<file path="src/design/pcsc_pkg.sv">
// package for the clock synthesis control block: offsets, fields, reset values, counts
// assumes a single 200 MHz bus clock and an ahb-lite slave at word offsets
// Function
// - reference picked from two external inputs or routing; external pair switches with glitches
// - selected reference passes through an input divider before phase comparison
// - feedback taken from internal path, fabric routing or external pin, by configuration
// - feedback divider makes output frequency reference times feedback ratio; outputs here divide hclk, fbdiv only spaces feedback ticks for lock
// - four outputs, each with its own independent divider
// - each output divider accepts any integer from 1 to 128
// - all outputs reach primary tree; only primary and first secondary reach edge tree
// - each secondary output can be advanced or delayed against the primary output
// - phase offsets set by configuration or moved at run time by fabric ports; written offsets are only stored, fabric steps alone shift outputs
// - lock asserted once loop locks, deasserted whenever lock is lost
package pcsc_pkg;
  // register byte offsets
  localparam logic [7:0] PCSC_OFF_REFSEL  = 8'h00;
  localparam logic [7:0] PCSC_OFF_FBSEL   = 8'h04;
  localparam logic [7:0] PCSC_OFF_INDIV   = 8'h08;
  localparam logic [7:0] PCSC_OFF_FBDIV   = 8'h0C;
  localparam logic [7:0] PCSC_OFF_ODIV0   = 8'h10;
  localparam logic [7:0] PCSC_OFF_ODIV1   = 8'h14;
  localparam logic [7:0] PCSC_OFF_ODIV2   = 8'h18;
  localparam logic [7:0] PCSC_OFF_ODIV3   = 8'h1C;
  localparam logic [7:0] PCSC_OFF_ROUTE   = 8'h20;
  localparam logic [7:0] PCSC_OFF_PHASE1  = 8'h24;
  localparam logic [7:0] PCSC_OFF_PHASE2  = 8'h28;
  localparam logic [7:0] PCSC_OFF_PHASE3  = 8'h2C;
  localparam logic [7:0] PCSC_OFF_STATUS  = 8'h30;
  localparam logic [7:0] PCSC_OFF_IRQST   = 8'h34;
  localparam logic [7:0] PCSC_OFF_IRQMSK  = 8'h38;
  // divider field width; stored value is ratio minus one
  localparam int         PCSC_DIV_W       = 7;
  localparam int         PCSC_PH_W        = 8;
  localparam logic [6:0] PCSC_DIV_RST     = 7'h00;
  // route field: bits 3:0 primary tree enables, bits 5:4 edge tree enables
  localparam int         PCSC_RT_EDGE_LSB = 4;
  localparam logic [5:0] PCSC_ROUTE_RST   = 6'h0F;
  // feedback sources
  typedef enum logic [1:0] {
    PCSC_FB_INTERNAL = 2'h0,
    PCSC_FB_ROUTING  = 2'h1,
    PCSC_FB_PIN      = 2'h2
  } pcsc_fb_t;
  // reference sources
  typedef enum logic [1:0] {
    PCSC_REF_EXT0    = 2'h0,
    PCSC_REF_EXT1    = 2'h1,
    PCSC_REF_ROUTING = 2'h2
  } pcsc_ref_t;
  // lock detection timing
  localparam int         PCSC_CLK_MHZ     = 200;
  localparam int         PCSC_LOCK_NS     = 1000;
  localparam int         PCSC_LOCK_CYC    = (PCSC_LOCK_NS * PCSC_CLK_MHZ + 999) / 1000;
  localparam int         PCSC_CNT_W       = 8;
  // status and irq bits
  localparam int         PCSC_IRQ_LOCK    = 0;
  localparam int         PCSC_IRQ_UNLOCK  = 1;
  localparam int         PCSC_IRQ_PHASE   = 2;
endpackage

</file>
<file path="src/design/pcsc_div_if.sv">
// carrier between the top and its divider leaves
// assumes one clock domain shared by every user
`timescale 1ns/1ps
interface pcsc_div_if;
  import pcsc_pkg::*;
  logic [PCSC_DIV_W-1:0] ratio_m1;
  logic                  tick_in;
  logic                  tick_out;
  modport ctl  (output ratio_m1, output tick_in, input tick_out);
  modport leaf (input ratio_m1, input tick_in, output tick_out);
endinterface

</file>
<file path="src/design/pcsc_divider.sv">
// integer event divider: one output tick every ratio_m1+1 input ticks
// assumes ticks are one-cycle enables on hclk
`timescale 1ns/1ps
module pcsc_divider
  import pcsc_pkg::*;
(
  // clock and reset
  input  wire logic      hclk,
  input  wire logic      hresetn,
  // ratio and ticks
  pcsc_div_if.leaf       div
);
  logic [PCSC_DIV_W-1:0] cnt_r;
  logic [PCSC_DIV_W-1:0] cnt_nxt;
  logic                  out_r;
  logic                  out_nxt;

  // count input ticks, wrap at the ratio; any value 1..128 works
  always_comb
  begin
    cnt_nxt = cnt_r;
    out_nxt = 1'b0;
    if (div.tick_in)
    begin
      if (cnt_r >= div.ratio_m1)
      begin
        cnt_nxt = 7'h00;
        out_nxt = 1'b1;
      end
      else
        cnt_nxt = cnt_r + 7'h01;
    end
  end

  always_ff @(posedge hclk or negedge hresetn)
  begin
    if (!hresetn)
    begin
      cnt_r <= 7'h00;
      out_r <= 1'b0;
    end
    else
    begin
      cnt_r <= cnt_nxt;
      out_r <= out_nxt;
    end
  end

  assign div.tick_out = out_r;

  a_div_period: assert property (@(posedge hclk) disable iff (!hresetn)
    (div.tick_in && cnt_r == 7'h00 && div.ratio_m1 == 7'h00) |=> out_r)
    else $error("divider by one missed a tick");
endmodule

</file>
<file path="src/design/pcsc_top.sv">
// clock synthesis control: source selection, dividers, routing, phase, lock
// assumes reference and feedback arrive as one-cycle event ticks on hclk
`timescale 1ns/1ps
module pcsc_top
  import pcsc_pkg::*;
#(
  parameter int NUM_OUT = 4
)
(
  // bus clock and reset
  input  wire logic                  hclk,
  input  wire logic                  hresetn,
  // ahb-lite slave
  input  wire logic                  hsel,
  input  wire logic [7:0]            haddr,
  input  wire logic [1:0]            htrans,
  input  wire logic                  hwrite,
  input  wire logic [2:0]            hsize,
  input  wire logic [31:0]           hwdata,
  input  wire logic                  hready,
  output logic      [31:0]           hrdata,
  output logic                       hreadyout,
  output logic                       hresp,
  // reference and feedback ticks
  input  wire logic                  reference_clock_in_ext0,
  input  wire logic                  reference_clock_in_ext1,
  input  wire logic                  reference_clock_in_routing,
  input  wire logic                  feedback_clock_in_routing,
  input  wire logic                  feedback_clock_in_pin,
  // fabric phase control
  input  wire logic [1:0]            phase_output_select,
  input  wire logic                  phase_direction,
  input  wire logic                  phase_step_pulse,
  input  wire logic                  phase_load_strobe,
  // clocks and status
  output logic                       primary_clock_out,
  output logic                       first_secondary_clock_out,
  output logic                       second_secondary_clock_out,
  output logic                       third_secondary_clock_out,
  output logic [NUM_OUT-1:0]         primary_tree_out,
  output logic [1:0]                 edge_clock_tree,
  output logic                       lock,
  output logic                       irq
);
  import pcsc_pkg::*;

  typedef enum logic [2:0] {
    PCSC_LK_IDLE = 3'b001,
    PCSC_LK_WAIT = 3'b010,
    PCSC_LK_LOCK = 3'b100
  } pcsc_lk_t;

  // registers
  pcsc_ref_t             refsel_r, refsel_nxt;
  pcsc_fb_t              fbsel_r, fbsel_nxt;
  logic [PCSC_DIV_W-1:0] indiv_r, indiv_nxt, fbdiv_r, fbdiv_nxt;
  logic [PCSC_DIV_W-1:0] odiv_r [NUM_OUT];
  logic [PCSC_DIV_W-1:0] odiv_nxt [NUM_OUT];
  logic [5:0]            route_r, route_nxt;
  logic [PCSC_PH_W-1:0]  phase_r [1:3];
  logic [PCSC_PH_W-1:0]  phase_nxt [1:3];
  logic [2:0]            irqst_r, irqst_nxt, irqmsk_r, irqmsk_nxt;
  // bus address phase capture
  logic                  wr_pend_r, wr_pend_nxt, rd_pend_r, rd_pend_nxt;
  logic [7:0]            addr_r, addr_nxt;
  logic [31:0]           hrdata_nxt;
  // lock machine
  pcsc_lk_t              lk_r, lk_nxt;
  logic [PCSC_CNT_W-1:0] lkcnt_r, lkcnt_nxt;
  logic [PCSC_CNT_W-1:0] fbgap_r, fbgap_nxt;
  logic                  ev_lock, ev_unlock, ev_phase;
  // clock path
  logic                  ref_tick, fb_tick, pfd_ref, pfd_fb;
  logic [NUM_OUT-1:0]    otick;
  logic [NUM_OUT-1:0]    oclk_r, oclk_nxt;
  logic [NUM_OUT-1:0]    ptree_nxt, ostall;
  logic [1:0]            etree_nxt;

  // address phase decode that reads and writes both use
  function automatic logic bus_go(input logic s, input logic [1:0] t, input logic r);
    return s && t[1] && r;
  endfunction

  // reference mux: external pair switches immediately, no glitch protection
  always_comb
  begin
    case (refsel_r)
      PCSC_REF_EXT0:    ref_tick = reference_clock_in_ext0;
      PCSC_REF_EXT1:    ref_tick = reference_clock_in_ext1;
      PCSC_REF_ROUTING: ref_tick = reference_clock_in_routing;
      default:          ref_tick = reference_clock_in_ext0;
    endcase
  end

  // input divider ahead of comparison
  pcsc_div_if in_if ();
  assign in_if.ratio_m1 = indiv_r;
  assign in_if.tick_in  = ref_tick;
  assign pfd_ref        = in_if.tick_out;
  pcsc_divider u_indiv (.hclk(hclk), .hresetn(hresetn), .div(in_if.leaf));

  // the synthesized rate is not modelled; outputs run from hclk and fbdiv+1 only spaces the feedback ticks
  // internal feedback returns the primary output; others come from outside
  always_comb
  begin
    case (fbsel_r)
      PCSC_FB_INTERNAL: fb_tick = otick[0];
      PCSC_FB_ROUTING:  fb_tick = feedback_clock_in_routing;
      PCSC_FB_PIN:      fb_tick = feedback_clock_in_pin;
      default:          fb_tick = otick[0];
    endcase
  end

  pcsc_div_if fb_if ();
  assign fb_if.ratio_m1 = fbdiv_r;
  assign fb_if.tick_in  = fb_tick;
  assign pfd_fb         = fb_if.tick_out;
  pcsc_divider u_fbdiv (.hclk(hclk), .hresetn(hresetn), .div(fb_if.leaf));

  // four independent output dividers, fed from hclk as vco stand-in
  pcsc_div_if o_if [NUM_OUT] ();
  genvar g;
  generate
    for (g = 0; g < NUM_OUT; g++)
    begin : g_out
      assign o_if[g].ratio_m1 = odiv_r[g];
      assign o_if[g].tick_in  = ~ostall[g];
      assign otick[g]         = o_if[g].tick_out;
      pcsc_divider u_odiv (.hclk(hclk), .hresetn(hresetn), .div(o_if[g].leaf));
    end
  endgenerate

  // output toggles; phase steps act on the dividers, one hclk cycle each
  always_comb
  begin
    oclk_nxt = oclk_r;
    for (int i = 0; i < NUM_OUT; i++)
      if (otick[i])
        oclk_nxt[i] = ~oclk_r[i];
    ptree_nxt = oclk_nxt & route_r[NUM_OUT-1:0];
    etree_nxt = oclk_nxt[1:0] & route_r[PCSC_RT_EDGE_LSB+:2];
  end

  // a delay stalls the chosen divider a cycle; an advance stalls all others,
  // so only the chosen output moves against the primary
  always_comb
  begin
    for (int i = 0; i < NUM_OUT; i++)
      ostall[i] = phase_step_pulse && phase_output_select != 2'h0 &&
        ((int'(phase_output_select) == i) == phase_direction);
  end

  // lock: a divided reference tick starts 200 cycles of waiting with no long feedback gap; lost on long feedback gap
  always_comb
  begin
    lk_nxt    = lk_r;
    lkcnt_nxt = lkcnt_r;
    fbgap_nxt = pfd_fb ? 8'h00 : ((fbgap_r == 8'hFF) ? fbgap_r : fbgap_r + 8'h01);
    ev_lock   = 1'b0;
    ev_unlock = 1'b0;
    case (lk_r)
      PCSC_LK_IDLE:
      begin
        lkcnt_nxt = 8'h00;
        if (pfd_ref)
          lk_nxt = PCSC_LK_WAIT;
      end
      PCSC_LK_WAIT:
      begin
        if (fbgap_r == 8'hFF)
          lk_nxt = PCSC_LK_IDLE;
        else if (lkcnt_r >= 8'(PCSC_LOCK_CYC - 1))
        begin
          lk_nxt  = PCSC_LK_LOCK;
          ev_lock = 1'b1;
        end
        else
          lkcnt_nxt = lkcnt_r + 8'h01;
      end
      PCSC_LK_LOCK:
      begin
        if (fbgap_r == 8'hFF)
        begin
          lk_nxt    = PCSC_LK_IDLE;
          ev_unlock = 1'b1;
        end
      end
      default: lk_nxt = PCSC_LK_IDLE;
    endcase
    // a reference change forces a fresh search, even one half done on the old source
    if (wr_pend_r && addr_r == PCSC_OFF_REFSEL)
    begin
      lk_nxt    = PCSC_LK_IDLE;
      ev_lock   = 1'b0;
      ev_unlock = (lk_r == PCSC_LK_LOCK);
    end
  end

  // ahb-lite: zero wait state, writes land in the data phase
  always_comb
  begin
    wr_pend_nxt = bus_go(hsel, htrans, hready) && hwrite;
    rd_pend_nxt = bus_go(hsel, htrans, hready) && !hwrite;
    addr_nxt    = bus_go(hsel, htrans, hready) ? haddr : addr_r;
    refsel_nxt  = refsel_r;
    fbsel_nxt   = fbsel_r;
    indiv_nxt   = indiv_r;
    fbdiv_nxt   = fbdiv_r;
    odiv_nxt    = odiv_r;
    route_nxt   = route_r;
    phase_nxt   = phase_r;
    irqmsk_nxt  = irqmsk_r;
    irqst_nxt   = irqst_r;
    ev_phase    = phase_step_pulse || phase_load_strobe;
    // fabric step moves the selected offset one increment
    if (phase_step_pulse && phase_output_select != 2'h0)
      phase_nxt[phase_output_select] = phase_direction ?
        phase_r[phase_output_select] + 8'h01 : phase_r[phase_output_select] - 8'h01;
    // load strobe clears the selected secondary's offset to zero
    if (phase_load_strobe && phase_output_select != 2'h0)
      phase_nxt[phase_output_select] = 8'h00;
    if (wr_pend_r)
    begin
      case (addr_r)
        PCSC_OFF_REFSEL: refsel_nxt = pcsc_ref_t'(hwdata[1:0]);
        PCSC_OFF_FBSEL:  fbsel_nxt  = pcsc_fb_t'(hwdata[1:0]);
        PCSC_OFF_INDIV:  indiv_nxt  = hwdata[6:0];
        PCSC_OFF_FBDIV:  fbdiv_nxt  = hwdata[6:0];
        PCSC_OFF_ODIV0:  odiv_nxt[0] = hwdata[6:0];
        PCSC_OFF_ODIV1:  odiv_nxt[1] = hwdata[6:0];
        PCSC_OFF_ODIV2:  odiv_nxt[2] = hwdata[6:0];
        PCSC_OFF_ODIV3:  odiv_nxt[3] = hwdata[6:0];
        PCSC_OFF_ROUTE:  route_nxt  = hwdata[5:0];
        PCSC_OFF_PHASE1: phase_nxt[1] = hwdata[7:0];
        PCSC_OFF_PHASE2: phase_nxt[2] = hwdata[7:0];
        PCSC_OFF_PHASE3: phase_nxt[3] = hwdata[7:0];
        PCSC_OFF_IRQST:  irqst_nxt  = irqst_r & ~hwdata[2:0];
        PCSC_OFF_IRQMSK: irqmsk_nxt = hwdata[2:0];
        default:         ;
      endcase
    end
    // hardware set wins over the write-one clear
    irqst_nxt[PCSC_IRQ_LOCK]   = irqst_nxt[PCSC_IRQ_LOCK] | ev_lock;
    irqst_nxt[PCSC_IRQ_UNLOCK] = irqst_nxt[PCSC_IRQ_UNLOCK] | ev_unlock;
    irqst_nxt[PCSC_IRQ_PHASE]  = irqst_nxt[PCSC_IRQ_PHASE] | ev_phase;
    case (haddr)
      PCSC_OFF_REFSEL: hrdata_nxt = {30'h0, refsel_nxt};
      PCSC_OFF_FBSEL:  hrdata_nxt = {30'h0, fbsel_nxt};
      PCSC_OFF_INDIV:  hrdata_nxt = {25'h0, indiv_nxt};
      PCSC_OFF_FBDIV:  hrdata_nxt = {25'h0, fbdiv_nxt};
      PCSC_OFF_ODIV0:  hrdata_nxt = {25'h0, odiv_nxt[0]};
      PCSC_OFF_ODIV1:  hrdata_nxt = {25'h0, odiv_nxt[1]};
      PCSC_OFF_ODIV2:  hrdata_nxt = {25'h0, odiv_nxt[2]};
      PCSC_OFF_ODIV3:  hrdata_nxt = {25'h0, odiv_nxt[3]};
      PCSC_OFF_ROUTE:  hrdata_nxt = {26'h0, route_nxt};
      PCSC_OFF_PHASE1: hrdata_nxt = {24'h0, phase_nxt[1]};
      PCSC_OFF_PHASE2: hrdata_nxt = {24'h0, phase_nxt[2]};
      PCSC_OFF_PHASE3: hrdata_nxt = {24'h0, phase_nxt[3]};
      PCSC_OFF_STATUS: hrdata_nxt = {29'h0, lk_nxt};
      PCSC_OFF_IRQST:  hrdata_nxt = {29'h0, irqst_nxt};
      PCSC_OFF_IRQMSK: hrdata_nxt = {29'h0, irqmsk_nxt};
      default:         hrdata_nxt = 32'h0000_0000;
    endcase
    if (!rd_pend_nxt)
      hrdata_nxt = 32'h0000_0000;
  end

  // register everything; outputs except the tied hreadyout and hresp leave straight from flops
  always_ff @(posedge hclk or negedge hresetn)
  begin
    if (!hresetn)
    begin
      refsel_r  <= PCSC_REF_EXT0;
      fbsel_r   <= PCSC_FB_INTERNAL;
      indiv_r   <= PCSC_DIV_RST;
      fbdiv_r   <= PCSC_DIV_RST;
      for (int i = 0; i < NUM_OUT; i++)
        odiv_r[i] <= PCSC_DIV_RST;
      route_r   <= PCSC_ROUTE_RST;
      for (int i = 1; i < 4; i++)
        phase_r[i] <= 8'h00;
      irqst_r   <= 3'h0;
      irqmsk_r  <= 3'h0;
      wr_pend_r <= 1'b0;
      rd_pend_r <= 1'b0;
      addr_r    <= 8'h00;
      hrdata    <= 32'h0000_0000;
      lk_r      <= PCSC_LK_IDLE;
      lkcnt_r   <= 8'h00;
      fbgap_r   <= 8'h00;
      oclk_r    <= '0;
      primary_tree_out <= '0;
      edge_clock_tree  <= 2'h0;
      lock      <= 1'b0;
      irq       <= 1'b0;
    end
    else
    begin
      refsel_r  <= refsel_nxt;
      fbsel_r   <= fbsel_nxt;
      indiv_r   <= indiv_nxt;
      fbdiv_r   <= fbdiv_nxt;
      odiv_r    <= odiv_nxt;
      route_r   <= route_nxt;
      phase_r   <= phase_nxt;
      irqst_r   <= irqst_nxt;
      irqmsk_r  <= irqmsk_nxt;
      wr_pend_r <= wr_pend_nxt;
      rd_pend_r <= rd_pend_nxt;
      addr_r    <= addr_nxt;
      hrdata    <= hrdata_nxt;
      lk_r      <= lk_nxt;
      lkcnt_r   <= lkcnt_nxt;
      fbgap_r   <= fbgap_nxt;
      oclk_r    <= oclk_nxt;
      primary_tree_out <= ptree_nxt;
      edge_clock_tree  <= etree_nxt;
      lock      <= (lk_nxt == PCSC_LK_LOCK);
      irq       <= |(irqst_nxt & irqmsk_nxt);
    end
  end

  assign hreadyout                  = 1'b1;
  assign hresp                      = 1'b0;
  assign primary_clock_out          = oclk_r[0];
  assign first_secondary_clock_out  = oclk_r[1];
  assign second_secondary_clock_out = oclk_r[2];
  assign third_secondary_clock_out  = oclk_r[3];

  a_lock_state: assert property (@(posedge hclk) disable iff (!hresetn)
    lock == (lk_r == PCSC_LK_LOCK))
    else $error("lock output disagrees with lock state");
  a_lock_loss: assert property (@(posedge hclk) disable iff (!hresetn)
    (lk_r == PCSC_LK_LOCK && fbgap_r == 8'hFF) |=> !lock)
    else $error("lock held after feedback loss");
  a_edge_route: assert property (@(posedge hclk) disable iff (!hresetn)
    !route_r[PCSC_RT_EDGE_LSB] |=> !edge_clock_tree[0])
    else $error("edge tree driven while disabled");
  a_step_move: assert property (@(posedge hclk) disable iff (!hresetn)
    (phase_step_pulse && !phase_load_strobe && !wr_pend_r && phase_output_select == 2'h1
     && phase_direction) |=> phase_r[1] == $past(phase_r[1]) + 8'h01)
    else $error("phase step did not advance offset");
  a_step_hold: assert property (@(posedge hclk) disable iff (!hresetn)
    (phase_step_pulse && phase_direction && phase_output_select == 2'h2)
    |=> g_out[2].u_odiv.cnt_r == $past(g_out[2].u_odiv.cnt_r))
    else $error("delay step did not stall its divider");
  a_ref_mux: assert property (@(posedge hclk) disable iff (!hresetn)
    (refsel_r == PCSC_REF_EXT1) |-> ref_tick == reference_clock_in_ext1)
    else $error("reference mux wrong source");
  a_fb_pin: assert property (@(posedge hclk) disable iff (!hresetn)
    (fbsel_r == PCSC_FB_PIN) |-> fb_tick == feedback_clock_in_pin)
    else $error("feedback mux wrong source");
  a_refsel_relock: assert property (@(posedge hclk) disable iff (!hresetn)
    (wr_pend_r && addr_r == PCSC_OFF_REFSEL) |=> !lock)
    else $error("lock kept over reference change");
  c_lock: cover property (@(posedge hclk) disable iff (!hresetn) $rose(lock));
  c_unlock: cover property (@(posedge hclk) disable iff (!hresetn) $fell(lock));
  c_step: cover property (@(posedge hclk) disable iff (!hresetn)
    phase_step_pulse && phase_output_select == 2'h3);
endmodule

</file>
<file path="config.mk">
export PLATFORM = sky130hd
export DESIGN_NAME = pcsc_top
export DESIGN_NICKNAME = d
export VERILOG_FILES = /design/src/design/pcsc_pkg.sv /design/src/design/pcsc_div_if.sv /design/src/design/pcsc_divider.sv /design/src/design/pcsc_top.sv
export SDC_FILE = /design/constraint.sdc
export NUM_CORES = 1
export LEC_CHECK = 0
export BUFFER_PORTS_ARGS = -buffer_cell sky130_fd_sc_hd__buf_4
export CAP_MARGIN = 20
export CORE_MARGIN = 2
export CORE_UTILIZATION = 47
export DETAILED_ROUTE_END_ITERATION = 6
export PLACE_DENSITY = 0.66
export SLEW_MARGIN = 20
export SYNTH_ARGS = -nofsm -noshare
export SYNTH_HDL_FRONTEND = slang
export SYNTH_SLANG_ARGS = --single-unit
</file>
<file path="constraint.sdc">
create_clock -name hclk -period 7.21 [get_ports hclk]
set_input_delay 1.0815 -clock hclk [delete_from_list [all_inputs] [get_ports hclk]]
set_output_delay 1.0815 -clock hclk [all_outputs]
set_load 0.03 [all_outputs]
</file>
# Yosys cells after proc, flatten, opt, wreduce, memory -nomap -nowiden
# Cells that the tools add are included.
# word_totals
word_cells	214
ff_bits	202
out_inout_bits	46
input_bits	60
# classes
eq_ne	46
order_cmp	9
reduce_logical	21
add_sub_neg	10
n_mux	76
bitwise	15
# ops
op	n
8-bit case mux with 15 select lines	1
8-bit by 6-bit == test with 1-bit output, second input constant	13
7-bit two-way mux	14
8-bit two-way mux	11
24-bit two-way mux	3
8-bit by 5-bit == test with 1-bit output, second input constant	8
7-bit by 1-bit adder with 7-bit output, second input constant	6
7-bit greater-or-equal comparator	6
8-bit by 4-bit == test with 1-bit output, second input constant	4
32-bit two-way mux	1
28-bit two-way mux	1
3-bit two-way mux	9
8-bit by 1-bit adder with 8-bit output, second input constant	3
24-bit AND	1
24-bit bitwise mux	1
24-bit inverter	1
1-bit two-way mux	23
8-bit binary-select mux with 2-bit select	1
8-bit demux with 2-bit select	1
8-bit by 3-bit == test with 1-bit output, second input constant	2
8-bit logical NOT	2
8-bit case mux with 2 select lines	1
1-bit logical AND	12
6-bit two-way mux	2
29 further kinds	50

# Depth between registers and ports, before layout
# depth
word_depth	14
ltp_mapped	13
mapped_depth_nobuf	11

# Modules after synthesis
# From an unflattened synthesis, not the netlist that was laid out.
# unflattened
hier_cells	1041
area_unflattened_um2	10669.0
# modules_own_cells
mod	seq_area_each_um2	cells_each	instances	area_per_inst_um2
pcsc_top	3259.4	705	1	7238.2
pcsc_divider	200.2	56	6	571.8

# Worst setup path after synthesis
# OpenSTA, ideal clock, no wires.
# synth_path
kind	input to register
start	input phase_output_select[1]
end	register hrdata[6]
path_slack_ps	3127
n_path_buf	2
stages	13
t_required_ps	7132
arrival_time_ps	4005
setup_time_ps	78
cell_sequence	buf_2 -> buf_1 -> mux2_2 -> a22o_1 -> fa_1 -> a21oi_1 -> o211ai_1 -> a21oi_1 -> xor2_1 -> or4_1 -> a31oi_1 -> a2111oi_2 -> nor2_1
# synth_between
elab_chain_len	14
elab_cells_between_ends	26
classes_between	add/sub: 2; order compare: 2; mux: 15; bitwise: 3; reduce/logical: 4
# synth_rtl
item	line	rtl
start: declaration	pcsc_top.sv:31	input wire logic [1:0] phase_output_select,
2-bit inverter with 3-bit output	pcsc_top.sv:217, pcsc_top.sv:218, pcsc_top.sv:221	
8-bit binary-select mux with 2-bit select	pcsc_top.sv:218	phase_r[phase_output_select] + 8'h01 : phase_r[phase_output_select] - 8'h01;
8-bit two-way mux (not written as such) (2 in series)	pcsc_top.sv:218	
8-bit by 1-bit subtractor with 8-bit output or 8-bit by 1-bit adder with 8-bit output (tied branches)	pcsc_top.sv:218	
8-bit two-way mux	pcsc_top.sv:217	phase_nxt[phase_output_select] = phase_direction ?
24-bit bitwise mux	pcsc_top.sv:217	
24-bit two-way mux	pcsc_top.sv:216	if (phase_step_pulse && phase_output_select != 2'h0)
24-bit AND (no line)	--	
24-bit two-way mux (*)	pcsc_top.sv:220	if (phase_load_strobe && phase_output_select != 2'h0)
8-bit two-way mux	pcsc_top.sv:224	case (addr_r)
24-bit two-way mux (*)	pcsc_top.sv:222	if (wr_pend_r)
8-bit case mux with 15 select lines (*)	pcsc_top.sv:246	case (haddr)
32-bit two-way mux (*)	pcsc_top.sv:264	if (!rd_pend_nxt)
via hrdata_nxt[6]	pcsc_top.sv:66	logic [31:0] hrdata_nxt;
end signal: assignment	pcsc_top.sv:311	hrdata <= hrdata_nxt;
end: declaration	pcsc_top.sv:21	output logic [31:0] hrdata,
# The timed path passes the listed nets; every way through them passes the cells marked *. The select of a mux whose other input is x is not followed.
# A chain may end at the register's enable or synchronous reset.

# Worst setup path in the final report
# Same ends and word-level chain as after synthesis.

==> impl_metrics.tcl <==
set metrics [dict create \
    status "completed" \
    vias_per_cell 5.67 \
    dieHeight_um 152 \
    peakVddDrop_mv 0.134 \
    hold_class "register to register" \
    start_kind "primary input" \
    drive_above_1_share 0.163 \
    pwr-share-seq 0.426 \
    regArea_mm2 0.00446 \
    grt_pass1_vias 7503 \
    ant_nets 0 \
    dp_hpwl_mm 18.0 \
    start_util 0.474 \
    ys_warn_count 0 \
    final.period_utilization 0.532 \
    gp_congestion 0.983 \
    fmax_mhz 261 \
    drcViolationCount 0 \
    p_total_w 0.00324 \
    cts_hold_buffers 0 \
    hold_slack_ps 453 \
    ys_ff_latch 178 \
    nNetsFinal 1190 \
    synth_edf_count 0 \
    crit_start "phase_output_select[1]" \
    grt_usage 0.227 \
    htreeDepth 4 \
    cts_buffer_depth 2 \
    endpoint_kind "register" \
    pin_count 106 \
    period_minus_slack_ps 3840 \
    max_cap_violations 0 \
    syn_avg_cell_area_um2 9.87 \
    multi_input_area_mm2 0.00530 \
    p_leak_nw 5.25 \
    grt_max_degree 68 \
    overflow 0 \
    p_per_area_mw_per_mm2 286 \
    drt_wl_total_mm 25.0 \
    design_area_mm2 0.0113 \
    setup_tns_ps 0 \
    fin_skew_ps 11.0 \
    final_cells 1362 \
    p_int_w 0.00212 \
    worstSkewPairLatency_ps 430 \
    synth_cells 1038 \
    area_growth_pct 10.5 \
    setup_viol 0 \
    slew_headroom 0.405 \
    tightestPinTransition_ps 880 \
    clk_pin_slew_worst_paths_ps 70 \
    r2r-start "addr_r[5]$_DFFE_PN0P_" \
    cts_resized 0 \
    mostFrequentLayoutCell "dfrtp_1" \
    drt_first_pass_iters 5 \
    synthesis.area_mm2 0.0102 \
    finalMaxSlewViolations 0 \
    cts_setup_buffers 0 \
    dpl.cell_count 1329 \
    portBuffers 51 \
    die_x_um 152 \
    cts_buffers 17 \
    cts-root-buf "clkbuf_16" \
    fp-row-count 54 \
    critPathMaxFanout 20 \
    pwr-share-comb 0.293 \
    required_ps 7560 \
    tritoncts "yes" \
    diodes 0 \
    die-area_mm2 0.0230 \
    yosysSeqAreaShare 0.435 \
    ys.flop_type "dfrtp_1" \
    layout_common_cells "dfrtp_1 (173), nand2_1 (103), inv_1 (62), mux2_2 (62)" \
    antenna_found_initial 0 \
    worstPathArrival_ps 4190 \
    core_mm2 0.0216 \
    fillers 2000 \
    worstHoldStart "g_out[3].u_odiv.div.tick_out$_DFF_PN0_" \
    synth_cell_types 73 \
    dpl_cell_area_mm2 0.0107 \
    wl_per_cell_um 18.4 \
    p_clk_frac 0.281 \
    async_flop_share 1.00 \
    grt_setup_unrepaired "false" \
    hold_viol_final 0 \
    num_vias 7727 \
    drt_iter0_markers 683 \
    switching_share 0.346 \
    cts.sinks 178 \
    grt_pass1_wl_mm 40.3 \
    power_switching_w 0.00112 \
    critPathKind "primary input to register" \
]
==> critical path, cell delays in order <==
cell and delay, ps:
buf_4 240, nor2b_1 660, a22o_1 260, ha_1 260
a21oi_1 250, o211ai_1 150, a21oi_1 180, xor2_1 120
or4_1 570, a31oi_1 230, a2111oi_2 70, nor2_1 120
==> final timing paths <==
| path | end | slack [ps] | cells past startpoint |
|---|---|---|---|
| max | hrdata[6]$_DFF_PN0_ | 3370 | 12 |
| min | oclk_r[3]$_DFF_PN0_ | 450 | 1 |
| max reg2reg | hrdata[0]$_DFF_PN0_ | 4040 | 7 |
| min reg2reg | oclk_r[3]$_DFF_PN0_ | 450 | 1 |
| max in group asynchronous | u_indiv.cnt_r[1]$_DFFE_PN0P_ | 5410 | 2 |
| min in group asynchronous | g_out[1].u_odiv.cnt_r[5]$_DFFE_PN0N_ | 600 | 1 |
==> stage by stage <==
stage	utilization	setup slack (ps)
after detailed placement	0.497	2990
after CTS	0.523	3420
after global routing	0.524	3150
after global placement	0.497	2960
after floorplan	-	3130
final	0.524	3370
==> synth_stat cells, drive strengths merged (9+ instances only) <==
library cell	instances	share of area
a21o	20	0.015
a21oi	33	0.016
a22o	24	0.021
a22oi	20	0.015
and2	19	0.012
and3	13	0.0079
buf	41	0.026
clkbuf	26	0.0095
dfrtp	173	0.42
ha	60	0.073
inv	62	0.023
mux2	64	0.071
mux2i	11	0.011
nand2	105	0.039
nand2b	20	0.012
nand3	37	0.018
nor2	64	0.025
nor2b	11	0.0067
nor3	11	0.0070
o21a	9	0.0066
o21ai	54	0.027
o31ai	16	0.012
xnor2	10	0.0085
xor2	24	0.021
==> routing by layer <==
metal,global-route usage,vias up,wire length (µm)
li1,-,3700,-
met1,0.314,3788,11600
met2,0.366,205,11800
met3,0.0374,34,1100
met4,0.0704,0,538
met5,0,-,0
==> power groups by stage <==
stage / clock (W) / sequential [W] / combinational [W]
finish: 0.000910 / 0.00138 / 0.000947
global route: 0.000963 / 0.00141 / 0.00107
CTS: 0.000925 / 0.00138 / 0.000950
detailed placement: 0 / 0.00140 / 0.000945
global placement: 0 / 0.00139 / 0.000916
floorplan: 0 / 0.00140 / 0.000679
==> flip-flops by register name (all words and copies together), names as in the netlist, 8 cells and up <==
signal,cells
addr_r,8
fbgap_r,8
g_out.u_odiv.cnt_r,28
hrdata,8
lkcnt_r,8
o_if.ratio_m1,28
phase_r,24
==> area by class of cell <==
type / instances / share of cell area
tap: 280 / 0.0309
clock inverter: 12 / 0.0109
multi-input combinational: 755 / 0.468
sequential: 178 / 0.394
clock buffer: 20 / 0.0386
timing repair buffer: 55 / 0.0368
inverter: 62 / 0.0206
==> cell families (layout without fill, tap and decap cells) <==
kind of cell | Yosys count | count (layout) | share of synthesized area
AND/OR/NAND/NOR | 331 | 331 | 0.167
AO/OA/AOI/OAI | 228 | 228 | 0.153
multiplexers | 75 | 75 | 0.0818
other | 2 | 26 | 0.000733
flip-flops | 178 | 178 | 0.435
adder cells (fa/ha/maj) | 61 | 61 | 0.0752
buffers and inverters | 129 | 149 | 0.0583
XOR/XNOR | 34 | 34 | 0.0291
Note: power is estimated with default switching activity, not from simulation.
